File: src/verilog/ccs_pkg.sv
package ccs_pkg;

  // Register offsets
  localparam logic [7:0] ERR_CTL_ADDR = 8'h46;
  localparam logic [7:0] ERR_FLAGS_ADDR = 8'h47;
  localparam logic [7:0] LINK_CAP_ADDR = 8'h4A;
  localparam logic [7:0] PORT_SELECT_ADDR = 8'h4C;

  // Field positions in control_channel_error_flags
  localparam int SEQ_ERR_BIT = 5;
  localparam int CTRL_ERR_BIT = 4;
  localparam int CTRL_TO_BIT = 3;
  localparam int TGT_ERR_BIT = 2;
  localparam int TGT_TO_BIT = 1;
  localparam int RESP_ERR_BIT = 0;
  localparam int FLAG_W = 6;

  // Field positions in link_capability and error control
  localparam int ENC_CRC_CAP_BIT = 4;
  localparam int ENH_EN_BIT = 5;

  // Values after reset
  localparam logic [5:0] FLAGS_RST = 6'h00;
  localparam logic ENC_CRC_CAP_RST = 1'b0;
  localparam logic ENH_EN_RST = 1'b1;

endpackage : ccs_pkg

File: src/verilog/port_error_flags.sv
`timescale 1ns/1ns
module port_error_flags
(
  // Clock and reset
  input wire logic sys_clk_i,
  input wire logic nrst_i,
  // Configuration
  input wire logic enh_en_i,
  input wire logic crc_cap_i,
  // Link events
  input wire logic seq_err_i,
  input wire logic crc_err_i,
  input wire logic lock_err_i,
  input wire logic enc_crc_err_i,
  input wire logic wdt_expire_i,
  input wire logic ctrl_wait_i,
  input wire logic tgt_wait_i,
  input wire logic resp_mismatch_i,
  input wire logic port_seq_err_i,
  // Read side effect
  input wire logic clear_i,
  // Status
  output logic [5:0] flags_o,
  output logic abort_o
);

  logic [5:0] flags_reg;
  logic [5:0] flags_next;
  logic abort_reg;
  logic abort_next;
  logic [5:0] set_vec;
  logic fwd_err;

  always_comb
  begin
    // Encoder CRC only counts when the capability bit allows it
    fwd_err = enh_en_i & (seq_err_i | crc_err_i | lock_err_i |
      (enc_crc_err_i & crc_cap_i));
    set_vec = '0;
    set_vec[ccs_pkg::SEQ_ERR_BIT] = seq_err_i;
    set_vec[ccs_pkg::CTRL_ERR_BIT] = fwd_err & ctrl_wait_i;
    set_vec[ccs_pkg::CTRL_TO_BIT] =
      enh_en_i & wdt_expire_i & ctrl_wait_i;
    set_vec[ccs_pkg::TGT_ERR_BIT] = fwd_err & tgt_wait_i;
    set_vec[ccs_pkg::TGT_TO_BIT] = wdt_expire_i & tgt_wait_i;
    set_vec[ccs_pkg::RESP_ERR_BIT] =
      enh_en_i & tgt_wait_i & resp_mismatch_i;
    // Set wins over the read clear
    flags_next = (clear_i ? 6'h00 : flags_reg) | set_vec;
    if (!enh_en_i)
    begin
      flags_next[ccs_pkg::SEQ_ERR_BIT] = port_seq_err_i;
    end
    else if (clear_i)
    begin
      flags_next[ccs_pkg::SEQ_ERR_BIT] = seq_err_i;
    end
    abort_next = fwd_err & (ctrl_wait_i | tgt_wait_i);
  end

  always_ff @(posedge sys_clk_i or negedge nrst_i)
  begin
    if (!nrst_i)
    begin
      flags_reg <= ccs_pkg::FLAGS_RST;
      abort_reg <= 1'b0;
    end
    else
    begin
      flags_reg <= flags_next;
      abort_reg <= abort_next;
    end
  end

  assign flags_o = flags_reg;
  assign abort_o = abort_reg;

  property p_seq_mirror;
    @(posedge sys_clk_i) disable iff (!nrst_i)
    !enh_en_i |=> flags_o[5] == $past(port_seq_err_i);
  endproperty
  a_seq_mirror: assert property (p_seq_mirror)
    else $error("sequence flag does not mirror port status");

  property p_seq_set;
    @(posedge sys_clk_i) disable iff (!nrst_i)
    enh_en_i && seq_err_i |=> flags_o[5];
  endproperty
  a_seq_set: assert property (p_seq_set)
    else $error("sequence error not recorded");

  property p_seq_clear;
    @(posedge sys_clk_i) disable iff (!nrst_i)
    enh_en_i && clear_i && !seq_err_i |=> !flags_o[5];
  endproperty
  a_seq_clear: assert property (p_seq_clear)
    else $error("sequence flag not cleared by read");

  property p_ctrl_err;
    @(posedge sys_clk_i) disable iff (!nrst_i)
    enh_en_i && ctrl_wait_i && (seq_err_i || lock_err_i)
      |=> flags_o[4];
  endproperty
  a_ctrl_err: assert property (p_ctrl_err)
    else $error("controller error flag missing");

  property p_ctrl_to;
    @(posedge sys_clk_i) disable iff (!nrst_i)
    enh_en_i && ctrl_wait_i && wdt_expire_i |=> flags_o[3];
  endproperty
  a_ctrl_to: assert property (p_ctrl_to)
    else $error("controller timeout flag missing");

  property p_tgt_err;
    @(posedge sys_clk_i) disable iff (!nrst_i)
    enh_en_i && tgt_wait_i && crc_err_i |=> flags_o[2] && abort_o;
  endproperty
  a_tgt_err: assert property (p_tgt_err)
    else $error("target error flag or abort missing");

  property p_tgt_to;
    @(posedge sys_clk_i) disable iff (!nrst_i)
    tgt_wait_i && wdt_expire_i |=> flags_o[1];
  endproperty
  a_tgt_to: assert property (p_tgt_to)
    else $error("target timeout flag missing");

  property p_resp;
    @(posedge sys_clk_i) disable iff (!nrst_i)
    clear_i && !(enh_en_i && tgt_wait_i && resp_mismatch_i) |=> !flags_o[0];
  endproperty
  a_resp: assert property (p_resp)
    else $error("response flag not cleared or set wrongly");

  property p_gate;
    @(posedge sys_clk_i) disable iff (!nrst_i)
    !enh_en_i && flags_o[4:2] == 3'b000 && !flags_o[0]
      |=> flags_o[4:2] == 3'b000 && !flags_o[0];
  endproperty
  a_gate: assert property (p_gate)
    else $error("flag raised with enhanced checking off");

  property p_crc_cap;
    @(posedge sys_clk_i) disable iff (!nrst_i)
    !crc_cap_i && enc_crc_err_i && !seq_err_i && !crc_err_i && !lock_err_i
      |=> !abort_o;
  endproperty
  a_crc_cap: assert property (p_crc_cap)
    else $error("encoder crc error not suppressed");

endmodule : port_error_flags

File: src/verilog/control_channel_error_status.sv
`timescale 1ns/1ns
// Operation
// - Sequence error on forward control channel sets status bit 5.
// - Enhanced checking off: bit 5 mirrors the port status sequence bit.
// - Enhanced checking on: bit 5 is held here and cleared by read.
// - Forward error while controller side waits sets bit 4, read clears.
// - Watchdog expiry while controller side waits sets bit 3, read clears.
// - Forward error while target side waits sets bit 2, read clears.
// - Watchdog expiry while target side waits sets bit 1, read clears.
// - Serializer echoes target data; mismatch sets response bit 0.
// - Bits 4, 3, 2 and 0 report only with enhanced checking on.
// - Capability bit 4 gates the encoder CRC error flag.
// - Each receive port has its own copy, chosen by port select.
// - Enhanced checking enable resets to 1; off stops abort and detection for bits 4, 3, 2 and 0.
module control_channel_error_status
#(
  parameter int NUM_PORTS = 4
)
(
  // Clock and reset
  input wire logic sys_clk_i,
  input wire logic nrst_i,
  // Register access
  input wire logic [7:0] reg_addr_i,
  input wire logic [7:0] reg_wdata_i,
  input wire logic reg_wr_i,
  input wire logic reg_rd_i,
  output logic [7:0] reg_rdata_o,
  // Port selection
  input wire logic [1:0] read_port_i,
  input wire logic [NUM_PORTS-1:0] write_port_en_i,
  // Link events per port
  input wire logic [NUM_PORTS-1:0] seq_err_i,
  input wire logic [NUM_PORTS-1:0] crc_err_i,
  input wire logic [NUM_PORTS-1:0] lock_err_i,
  input wire logic [NUM_PORTS-1:0] enc_crc_err_i,
  input wire logic [NUM_PORTS-1:0] wdt_expire_i,
  input wire logic [NUM_PORTS-1:0] ctrl_wait_i,
  input wire logic [NUM_PORTS-1:0] tgt_wait_i,
  input wire logic [NUM_PORTS-1:0] resp_mismatch_i,
  input wire logic [NUM_PORTS-1:0] port_seq_err_i,
  // Transaction abort per port
  output logic [NUM_PORTS-1:0] abort_o
);

  logic [NUM_PORTS-1:0] cap_reg;
  logic [NUM_PORTS-1:0] cap_next;
  logic [NUM_PORTS-1:0] enh_reg;
  logic [NUM_PORTS-1:0] enh_next;
  logic [7:0] rdata_reg;
  logic [7:0] rdata_next;
  logic [NUM_PORTS-1:0] clear_vec;
  logic [5:0] flags [NUM_PORTS];
  logic [5:0] sel_flags;

  // Flags of the port that a read reaches
  assign sel_flags = flags[read_port_i];

  // Register writes, broadcast to every enabled port
  always_comb
  begin
    cap_next = cap_reg;
    enh_next = enh_reg;
    for (int p = 0; p < NUM_PORTS; p++)
    begin
      if (reg_wr_i && write_port_en_i[p])
      begin
        if (reg_addr_i == ccs_pkg::LINK_CAP_ADDR)
        begin
          cap_next[p] = reg_wdata_i[ccs_pkg::ENC_CRC_CAP_BIT];
        end
        if (reg_addr_i == ccs_pkg::ERR_CTL_ADDR)
        begin
          enh_next[p] = reg_wdata_i[ccs_pkg::ENH_EN_BIT];
        end
      end
    end
  end

  // Reads: data registered, clear strobe to selected port
  always_comb
  begin
    clear_vec = '0;
    rdata_next = 8'h00;
    if (reg_rd_i)
    begin
      unique case (reg_addr_i)
        ccs_pkg::ERR_CTL_ADDR:
        begin
          rdata_next[ccs_pkg::ENH_EN_BIT] = enh_reg[read_port_i];
        end
        ccs_pkg::ERR_FLAGS_ADDR:
        begin
          rdata_next[5:0] = flags[read_port_i];
          clear_vec[read_port_i] = 1'b1;
        end
        ccs_pkg::LINK_CAP_ADDR:
        begin
          rdata_next[ccs_pkg::ENC_CRC_CAP_BIT] = cap_reg[read_port_i];
        end
        default:
        begin
          rdata_next = 8'h00;
        end
      endcase
    end
    else
    begin
      rdata_next = rdata_reg;
    end
  end

  always_ff @(posedge sys_clk_i or negedge nrst_i)
  begin
    if (!nrst_i)
    begin
      cap_reg <= {NUM_PORTS{ccs_pkg::ENC_CRC_CAP_RST}};
      enh_reg <= {NUM_PORTS{ccs_pkg::ENH_EN_RST}};
      rdata_reg <= 8'h00;
    end
    else
    begin
      cap_reg <= cap_next;
      enh_reg <= enh_next;
      rdata_reg <= rdata_next;
    end
  end

  assign reg_rdata_o = rdata_reg;

  for (genvar g = 0; g < NUM_PORTS; g++)
  begin : g_port
    port_error_flags u_flags
    (
      .sys_clk_i(sys_clk_i),
      .nrst_i(nrst_i),
      .enh_en_i(enh_reg[g]),
      .crc_cap_i(cap_reg[g]),
      .seq_err_i(seq_err_i[g]),
      .crc_err_i(crc_err_i[g]),
      .lock_err_i(lock_err_i[g]),
      .enc_crc_err_i(enc_crc_err_i[g]),
      .wdt_expire_i(wdt_expire_i[g]),
      .ctrl_wait_i(ctrl_wait_i[g]),
      .tgt_wait_i(tgt_wait_i[g]),
      .resp_mismatch_i(resp_mismatch_i[g]),
      .port_seq_err_i(port_seq_err_i[g]),
      .clear_i(clear_vec[g]),
      .flags_o(flags[g]),
      .abort_o(abort_o[g])
    );
  end

  property p_read_preclear;
    @(posedge sys_clk_i) disable iff (!nrst_i)
    reg_rd_i && reg_addr_i == ccs_pkg::ERR_FLAGS_ADDR
      |=> reg_rdata_o == {2'b00, $past(sel_flags)};
  endproperty
  a_read_preclear: assert property (p_read_preclear)
    else $error("status read did not return pre-clear flags");

  property p_cap_read;
    @(posedge sys_clk_i) disable iff (!nrst_i)
    reg_rd_i && reg_addr_i == ccs_pkg::LINK_CAP_ADDR
      |=> reg_rdata_o[7:5] == 3'b000 && reg_rdata_o[3:0] == 4'h0;
  endproperty
  a_cap_read: assert property (p_cap_read)
    else $error("reserved capability bits not zero");

  property p_port_write;
    @(posedge sys_clk_i) disable iff (!nrst_i)
    reg_wr_i && reg_addr_i == ccs_pkg::LINK_CAP_ADDR && !write_port_en_i[1]
      |=> cap_reg[1] == $past(cap_reg[1]);
  endproperty
  a_port_write: assert property (p_port_write)
    else $error("write reached a port not enabled");

  property p_ctl_read;
    @(posedge sys_clk_i) disable iff (!nrst_i)
    reg_rd_i && reg_addr_i == ccs_pkg::ERR_CTL_ADDR
      |=> reg_rdata_o[7:6] == 2'b00 && reg_rdata_o[4:0] == 5'h00;
  endproperty
  a_ctl_read: assert property (p_ctl_read)
    else $error("reserved control bits not zero");

  property p_flags_read;
    @(posedge sys_clk_i) disable iff (!nrst_i)
    reg_rd_i && reg_addr_i == ccs_pkg::ERR_FLAGS_ADDR
      |=> reg_rdata_o[7:6] == 2'b00;
  endproperty
  a_flags_read: assert property (p_flags_read)
    else $error("reserved status bits not zero");

  property p_unmapped_read;
    @(posedge sys_clk_i) disable iff (!nrst_i)
    reg_rd_i && reg_addr_i != ccs_pkg::ERR_CTL_ADDR
      && reg_addr_i != ccs_pkg::ERR_FLAGS_ADDR
      && reg_addr_i != ccs_pkg::LINK_CAP_ADDR |=> reg_rdata_o == 8'h00;
  endproperty
  a_unmapped_read: assert property (p_unmapped_read)
    else $error("unmapped read returned nonzero data");

  property p_rdata_hold;
    @(posedge sys_clk_i) disable iff (!nrst_i)
    !reg_rd_i |=> $stable(reg_rdata_o);
  endproperty
  a_rdata_hold: assert property (p_rdata_hold)
    else $error("read data changed without a read");

  property p_clear_one;
    @(posedge sys_clk_i) disable iff (!nrst_i)
    reg_rd_i && reg_addr_i == ccs_pkg::ERR_FLAGS_ADDR
      |-> $onehot(clear_vec);
  endproperty
  a_clear_one: assert property (p_clear_one)
    else $error("status read did not clear exactly one port");

  property p_cap_write;
    @(posedge sys_clk_i) disable iff (!nrst_i)
    reg_wr_i && reg_addr_i == ccs_pkg::LINK_CAP_ADDR && write_port_en_i[0]
      |=> cap_reg[0] == $past(reg_wdata_i[ccs_pkg::ENC_CRC_CAP_BIT]);
  endproperty
  a_cap_write: assert property (p_cap_write)
    else $error("capability write not taken");

  property p_enh_write;
    @(posedge sys_clk_i) disable iff (!nrst_i)
    reg_wr_i && reg_addr_i == ccs_pkg::ERR_CTL_ADDR && write_port_en_i[0]
      |=> enh_reg[0] == $past(reg_wdata_i[ccs_pkg::ENH_EN_BIT]);
  endproperty
  a_enh_write: assert property (p_enh_write)
    else $error("enhanced checking enable write not taken");

  property p_abort_off;
    @(posedge sys_clk_i) disable iff (!nrst_i)
    !enh_reg[0] |=> !abort_o[0];
  endproperty
  a_abort_off: assert property (p_abort_off)
    else $error("abort raised with enhanced checking off");

endmodule : control_channel_error_status

File: config.mk
export PLATFORM = sky130hd
export DESIGN_NAME = control_channel_error_status
export DESIGN_NICKNAME = d
export VERILOG_FILES = /design/src/verilog/ccs_pkg.sv /design/src/verilog/port_error_flags.sv /design/src/verilog/control_channel_error_status.sv
export SDC_FILE = /design/constraint.sdc
export NUM_CORES = 1
export LEC_CHECK = 0
export BUFFER_PORTS_ARGS = -buffer_cell sky130_fd_sc_hd__buf_2
export CAP_MARGIN = 15
export CORE_MARGIN = 3
export CORE_UTILIZATION = 35
export CTS_BUF_LIST = sky130_fd_sc_hd__clkbuf_2 sky130_fd_sc_hd__clkbuf_4 sky130_fd_sc_hd__clkbuf_8
export CTS_CLUSTER_SIZE = 24
export DETAILED_ROUTE_END_ITERATION = 8
export GPL_TIMING_DRIVEN = 1
export SLEW_MARGIN = 10
export SYNTH_ARGS = -nofsm -noshare
export SYNTH_HDL_FRONTEND = slang
export SYNTH_SLANG_ARGS = --single-unit
export TNS_END_PERCENT = 30
File: constraint.sdc
create_clock -name sys_clk_i -period 1.9 [get_ports sys_clk_i]
set_clock_uncertainty 0.05 [all_clocks]
set_input_delay 0.19 -clock sys_clk_i [delete_from_list [all_inputs] [get_ports sys_clk_i]]
set_output_delay 0.19 -clock sys_clk_i [all_outputs]
set_load 0.03 [all_outputs]
; ---- Yosys cells after proc, flatten, opt, wreduce, memory -nomap -nowiden
; Index checks and enable logic that the tools add are counted.
[word_totals]
register_bits = 42
out_inout_bits = 12
word_cells = 123
[op_classes]
order_cmp = 3
n_eq_ne = 3
muxes = 26
bitwise = 61
n_reduce_logical = 13
[ops]
columns = operator, count
row1 = $and A1 B1 Y1, 40
row2 = $mux W6, 6
row3 = $eq A8 B7 Y1 const B, 3
row4 = $or A6 B6 Y6, 4
row5 = $or A1 B1 Y1, 16
row6 = $reduce_and A2 Y1, 8
row7 = $bmux W6 S2, 1
row8 = $mux W4, 3
row9 = $mux W1, 11
row10 = $logic_and A1 B1 Y1, 5
row11 = $bmux W1 S2, 2
row12 = $pmux W1 S2, 2
row13 = $ge A3 B3 Y1 const B, 1
row14 = $lt A2 B3 Y1 const B, 1
row15 = $not A2 Y3, 1
row16 = $demux W1 S2, 1
row17 = $ge A2 B1 Y1 const B, 1

; ---- Logic depth before layout (Yosys ltp)
; Gate-level depths: netlist of the first run.
[depth]
ltp_word = 10
ltp_mapped = 5

; ---- Cells and area by module
; A second synthesis of the first run with hierarchy kept.
[unflattened]
cells_unflattened = 192
hier_area_um2 = 2159.6
[modules_own_cells]
columns = mod, instances, cells_per_inst, area_per_inst_um2, seq_area_each_um2
row1 = port_error_flags, 4, 29, 299.0, 175.2
row2 = control_channel_error_status, 1, 76, 963.4, 355.3

; ---- Least setup slack after synthesis of the first run
; No wires, ideal clock.
[synth_timing]
kind = reg2reg
startpoint = register cap_reg[3]
endpoint = register rdata_reg[4], in the netlist reg_rdata_o[4]
setup_time_ns = 0.131
arrival_time_ns = 1.090
required_time_ns = 1.719
setup_slack_ns = 0.629
stages_incl_launch_ff = 4
n_path_buf = 0
synth_period_minus_slack_ns = 1.271
path_cell_list = dfrtp_1 -> mux4_2 -> a41oi_1 -> o21ai_0
[synth_between]
elab_chain_cells = 3
[synth_rtl]
columns = element, line_no
row1 = "start, declared", control_channel_error_status.sv:46  ; logic [NUM_PORTS-1:0] cap_reg;
row2 = "start signal, assigned", control_channel_error_status.sv:117  ; cap_reg <= {NUM_PORTS{ccs_pkg::ENC_CRC_CAP_RST}};
row3 = "start signal, assigned", control_channel_error_status.sv:123  ; cap_reg <= cap_next;
row4 = $bmux W1 S2, control_channel_error_status.sv:99  ; rdata_next[ccs_pkg::ENC_CRC_CAP_BIT] = cap_reg[read_port_i];
row5 = $mux W1 (not written as such), control_channel_error_status.sv:99
row6 = $pmux W1 S2, control_channel_error_status.sv:87  ; unique case (reg_addr_i)
row7 = "end signal, assigned", control_channel_error_status.sv:125  ; rdata_reg <= rdata_next;
row8 = "end, declared", control_channel_error_status.sv:50  ; logic [7:0] rdata_reg;
; Every way passes these cells. The select of a mux whose other input is x is not followed.
; A chain may end at the register's enable or synchronous reset.

; ---- Final worst setup path of the first run
[layout_timing]
startpoint = register cap_reg[3]
endpoint = register g_port[3].u_flags.flags_reg[2]
[layout_between]
elab_chain_cells = 5
[layout_rtl]
columns = element, line_no
row1 = $and A1 B1 Y1, port_error_flags.sv:38  ; (enc_crc_err_i & crc_cap_i));
row2 = $or A1 B1 Y1, port_error_flags.sv:37  ; fwd_err = enh_en_i & (seq_err_i | crc_err_i | lock_err_i |
row3 = $and A1 B1 Y1, port_error_flags.sv:37
row4 = $and A1 B1 Y1, port_error_flags.sv:44  ; set_vec[ccs_pkg::TGT_ERR_BIT] = fwd_err & tgt_wait_i;
row5 = $or A6 B6 Y6, port_error_flags.sv:49  ; flags_next = (clear_i ? 6'h00 : flags_reg) | set_vec;
row6 = via g_port[3].u_flags.flags_next[2], port_error_flags.sv:28  ; logic [5:0] flags_next;
row7 = "end signal, assigned", port_error_flags.sv:65  ; flags_reg <= ccs_pkg::FLAGS_RST;
row8 = "end signal, assigned", port_error_flags.sv:70  ; flags_reg <= flags_next;
row9 = "end, declared", port_error_flags.sv:27  ; logic [5:0] flags_reg;
; The timed path passes the listed nets, and every way through them passes these cells.

==> flow_summary_export.csv, run 1 <==
group,metric,value,unit
status,status,"completed",
clock_tree,tritoncts,"built",
worst_setup_path,critical_path_class,"reg -> reg",
final_layout,drive_above_1_share,46.6,%
final_layout,postLayoutCellArea,0.00268,sq mm
route,routedWlPerCell,17.4,microns
route,drt-total-wl,5.28,mm
flow_run,drv_cap,0,
final_layout,num-fill-cells,531,
synthesis,syn_inst,163,
clock_tree,htreeDepth,2,
placed_design,dpl.hpwl,4.10,mm
die,die_x,84.3,microns
clock_tree,ctsResizeCount,0,
clock_tree,clkLatencyLatePin,0.30,ns
final_layout,seqCellArea,0.00106,sq mm
sta,min_period,1.48,ns
final_layout,layout_common_cells,"buf_2 (65), dfrtp_1 (38), inv_1 (15), a22o_1 (12), nand4_1 (9)",
worst_setup_path,crit_fanout,3,
sta,tns,0,ns
synthesis,avgSynthCellArea,13.1,sq um
final_layout,layout_commonest_cell,"buf_2",
sta,period_share,77.9,%
clock_tree,path_clk_slew,0.08,ns
placed_design,placed_area,0.00253,sq mm
pwr,peakVddDrop,567,uV
sta,worst_pin_slew,0.518,ns
clock_tree,cts_setup_buffers,0,
global_routing,grt_pass1_wl,8.71,mm
sta,drv_slew,0,
hold_path,min_path_type,"in -> reg",
die,core-area,0.00571,sq mm
route,drc,0,
die,ios,74,
synthesis,synth_edf_count,0,
synthesis,ys_warn_count,0,
sta,hold_viol_final,0,
final_layout,antenna_cells,0,
synthesis,yosysSeqAreaShare,49.3,%
global_routing,grt.overflow.total,0,
final_layout,area_growth,25.0,%
worst_setup_path,endpoint_kind,"register",
route,via_per_inst,5.26,
synthesis,synth-seq-cells,42,
sta,setup_ws,0.421,ns
synthesis,syn_area,0.00214,sq mm
clock_tree,numCtsBuffers,5,
worst_setup_path,worstPathRequired,2.04,ns
synthesis,synth_ff_type,"dfrtp_1",
global_routing,grt_pass1_vias,1646,
route,drt-initial-drc-count,89,
clock_tree,cts.path.max_buffers,2,
sta,max_freq,676,MHz
clock_tree,cts_sinks,42,
pwr,leakage,1.27,nW
sta,rsz0062_at_grt,"false",
final_layout,largest_register_ffs,24,
synthesis,synth_cell_type_count,30,
worst_setup_path,startpoint,"cap_reg[3]",
route,vias,1600,
worst_setup_path,start_kind,"register",
die,start_util,37.5,%
synthesis,async_reset_ff_share,100,%
pwr,p_total,2.22,mW
global_routing,grt_usage,15.6,%
die,die_area,0.00710,sq mm
worst_setup_path,r2r_start,"cap_reg[3]",
sta,final-setup-viol-count,0,
sta,max-slew-margin-rel,65.4,%
clock_tree,cts.hold.buffers_added,1,
die,fp.dieH,84.3,microns
die,placementRows,27,
final_layout,multi_input_area,940,sq um
route,first_pass_iters,4,
final_layout,final_nets,293,
route,postRouteAntennaNets,0,
clock_tree,root_buffer,"clkbuf_8",
placed_design,place_ws,0.350,ns
global_routing,antenna_found_initial,0,
placed_design,port_buffers,65,
pwr,power_density,829,mW/mm^2
placed_design,gp_congestion,0.818,
global_routing,grt_max_degree,23,
hold_path,min-delay-start,"port_seq_err_i[3]",
worst_setup_path,arrival,1.62,ns
==> area by class of cell <==
class | instances | area share, %
Clock buffer | 6 | 3.08
Clock inverter | 2 | 2.24
Inverter | 15 | 2.10
Multi-Input combinational cell | 93 | 35.1
Sequential cell | 42 | 39.4
Tap cell | 72 | 3.36
Timing Repair Buffer | 74 | 14.8
==> cell usage after synthesis (2+ instances only) <==
cell type,n,area share [%]
dfrtp_1,38,44
inv_1,15,2.6
a22o_1,12,4.9
nand4_1,9,2.6
a32o_1,8,3.7
buf_4,8,2.8
mux2_2,8,4.2
mux4_2,8,8.4
nor2b_1,7,2.0
a41oi_1,5,2.0
a2111oi_0,4,1.6
buf_2,4,0.93
dfstp_2,4,4.9
nand2b_1,4,1.2
nand4_4,4,4.0
o21a_1,4,1.4
o22a_1,4,1.6
o22ai_1,4,1.2
and2_1,2,0.58
==> path summary, 6_finish.rpt <==
kind | end | slack (ns) | cells after the start
setup / recovery | g_port[3].u_flags.flags_o[2] | 0.42 | 4
max in group asynchronous | enh_reg[3] | 0.84 | 3
hold reg to reg | g_port[1].u_flags.flags_o[3] | 0.46 | 1
min in group asynchronous | cap_reg[0] | 0.34 | 2
setup reg to reg | g_port[3].u_flags.flags_o[2] | 0.42 | 4
hold / removal | g_port[3].u_flags.flags_o[5] | 0.06 | 2
==> stage by stage <==
step | hold WS, ns | std cells | utilization (%)
after floorplan | -0.156 | 164 | -
after global placement | 0.144 | 295 | 44.3
after detailed placement | 0.146 | 295 | 44.3
after CTS | 0.0620 | 304 | 46.9
after global routing | 0.0700 | 304 | 46.9
final | 0.0637 | 304 | 46.9
==> routing by layer <==
layer  wire length, microns  part of all wire [%]  global-route usage (%)
met4                     63                   1.2                    3.95
met2                   2410                    46                    23.4
met5                      0                     0                       0
met3                    332                   6.3                    3.83
met1                   2470                    47                    22.8
==> cell families after synthesis <==
| kind of cell | count (synthesis) | share of synthesized area, % |
|---|---|---|
| compound gates | 43 | 17.2 |
| buf+inv | 29 | 7.06 |
| flops | 42 | 49.3 |
| mux | 16 | 12.6 |
| other cells | 1 | 0.175 |
| simple gates | 32 | 13.7 |
==> where the power goes <==
group	internal (mW)	switching (mW)
registers	0.979	0.0577
clock network	0.561	0.318
logic	0.169	0.137
==> critical path: stages, from the launching register on <==
cell and delay [ns]:
dfrtp_1 0.41, a2111oi_0 0.43, buf_4 0.19, nor2b_1 0.07, a22o_1 0.23
Power figures use the tool's default switching activity.
==> run 2: changes to the inputs <==
- clock period: 1.9 -> 1.45 ns (I/O delays scaled with it)
==> run 2 against run 1 <==
  * Total power grew 15%
  * Register-to-register slack lost 0.42 ns
  * Non-clock buffer count grew 5
  * Worst setup slack lost 0.42 ns
  * The flow now finishes with violations (setup timing)
  * Die area is the same
  * First-iteration DRC count shrank 48%
  * Count of clock-buffer cells in the layout is the same
  * Largest power group unchanged
  * Hold slack lost 0.048 ns
  * Sequential power grew 30%
  * Via count grew 2.7%
==> flow_summary_export.csv, run 2 (synthesis results as in run 1) <==
group,metric,value,unit
status,status,"finished with violations",
status,violations,"setup timing",
worst_setup_path,crit_family,"multiplexers",
route,routedWlPerCell,17.3,microns
die,die_x,84.3,microns
worst_setup_path,worstPathRequired,1.58,ns
worst_setup_path,crit_buf_inv,1,
final_layout,postLayoutCellArea,0.00275,sq mm
die,core-area,0.00571,sq mm
pwr,p_sw_share,26.4,%
worst_setup_path,start_kind,"register",
route,first_pass_iters,4,
worst_setup_path,endpoint_kind,"register",
global_routing,grt_pass1_wl,8.68,mm
final_layout,layout_common_cells,"buf_2 (65), dfrtp_1 (38), inv_1 (15), a22o_1 (12)",
route,drc,0,
sta,period_share,100,%
clock_tree,clkLatencyLatePin,0.30,ns
hold_path,min_path_type,"in -> reg",
worst_setup_path,crit_fanout,2,
placed_design,place_inst,300,
clock_tree,cts.path.max_buffers,2,
final_layout,num-fill-cells,511,
sta,rsz0062_at_grt,"true",
clock_tree,numCtsBuffers,5,
sta,hold-worst-slack,0.0161,ns
global_routing,antenna_found_initial,0,
global_routing,grt_usage,15.6,%
sta,hold_viol_final,0,
flow_run,drv_cap,0,
worst_setup_path,crit_chain,"buf_4, mux4_2, a41oi_2, o21ai_1",
clock_tree,htreeDepth,2,
clock_tree,tritoncts,"built",
die,ios,74,
die,fp.dieH,84.3,microns
sta,drv_slew,0,
clock_tree,root_buffer,"clkbuf_8",
die,start_util,37.5,%
sta,tns,-0.00183,ns
global_routing,grt.overflow.total,0,
final_layout,fin_cells,309,
worst_setup_path,critical_path_class,"reg -> reg",
route,via_per_inst,5.32,
pwr,internal_power,1.88,mW
final_layout,antenna_cells,0,
route,drt-initial-drc-count,46,
worst_setup_path,cp_slowest_cell,"mux4_2",
clock_tree,cts_sinks,42,
global_routing,grt_max_degree,27,
pwr,pwr-share-seq,53.0,%
pwr,power_density,930,mW/mm^2
worst_setup_path,cpPeakStageDelay,0.47,ns
placed_design,placed_area,0.00262,sq mm
final_layout,drive_above_1_share,48.9,%
sta,setup_ws,-0.00183,ns
route,postRouteAntennaNets,0,
placed_design,dpl.hpwl,4.18,mm
route,drt-total-wl,5.35,mm
die,die_area,0.00710,sq mm
final_layout,area_growth,28.3,%
final_layout,layout_commonest_cell,"buf_2",
placed_design,port_buffers,65,
placed_design,gp_congestion,0.829,
placed_design,place_ws,-0.192,ns
final_layout,largest_register_ffs,24,
clock_tree,path_clk_slew,0.08,ns
global_routing,grt_pass1_vias,1669,
pwr,p_sw,673,uW
sta,min_period,1.45,ns
worst_setup_path,arrival,1.58,ns
sta,max_freq,689,MHz
clock_tree,cts_setup_buffers,0,
pwr,leakage,1.29,nW
die,placementRows,27,
pwr,p_comb_share,17.0,%
sta,final-setup-viol-count,1,
final_layout,final_nets,298,
route,vias,1643,
pwr,peakVddDrop,480,uV
pwr,clkPwrFrac,30.0,%
[run 2: final timing paths]
| path | start | endpoint | slack, ns | cells after the start |
|---|---|---|---|---|
| worst min register to register | g_port[3].u_flags.flags_o[0] | g_port[3].u_flags.flags_o[0] | 0.45 | 1 |
| worst max register to register | cap_reg[3] | reg_rdata_o[4] | -0.002 | 4 |
| worst max-delay path | cap_reg[3] | reg_rdata_o[4] | -0.002 | 4 |
| min in group asynchronous | nrst_i | reg_rdata_o[2] | 0.26 | 2 |
| max in group asynchronous | nrst_i | enh_reg[0] | 0.55 | 3 |
| worst min-delay path | port_seq_err_i[2] | g_port[2].u_flags.flags_o[5] | 0.02 | 2 |
[run 2: per-layer routing]
layer | track usage, % | up-vias | part of all wire (%)
met5 | 0 | - | 0
met4 | 6.14 | 0 | 1.1
met3 | 3.24 | 7 | 5.5
met2 | 25.0 | 45 | 47
met1 | 20.8 | 810 | 46
li1 | - | 781 | -
[run 2: final cells by class]
cell class | count | area (sq um) | area share (%)
Sequential cell | 42 | 1060 | 38.4
Multi-Input combinational cell | 93 | 973 | 35.4
Timing Repair Buffer | 79 | 483 | 17.6
Tap cell | 72 | 90.1 | 3.28
Clock buffer | 6 | 76.3 | 2.78
Inverter | 15 | 56.3 | 2.05
Clock inverter | 2 | 13.8 | 0.501
[run 2: worst register-to-register path, cell delays in order, from the launching register on]
cell and delay, ns:
dfrtp_1 0.41, buf_4 0.15, mux4_2 0.47, a41oi_2 0.17, o21ai_1 0.08
[run 2: stage by stage]
step | power, mW | utilization [%]
2_1_floorplan | 1.59 | -
3_3_place_gp | 1.79 | 45.8
3_5_place_dp | 1.80 | 45.8
4_1_cts | 2.58 | 47.9
5_1_grt | 2.68 | 48.1
6_report | 2.56 | 48.1
[run 2: power groups by stage]
stage	clock network [mW]	registers (mW)	logic (mW)
floorplan	0	1.35	0.250
global placement	0	1.37	0.418
detailed placement	0	1.38	0.427
CTS	0.791	1.35	0.435
global route	0.838	1.37	0.472
finish	0.766	1.35	0.434
[run 2: repair_timing]
action | 4_1_cts | 5_1_grt
hold buffers | 1 | 0
setup endpoints to repair | 6 | 6
resized for setup | 6 | 2
hold endpoints to repair | 16 | 0
pin swaps | 1 | 1
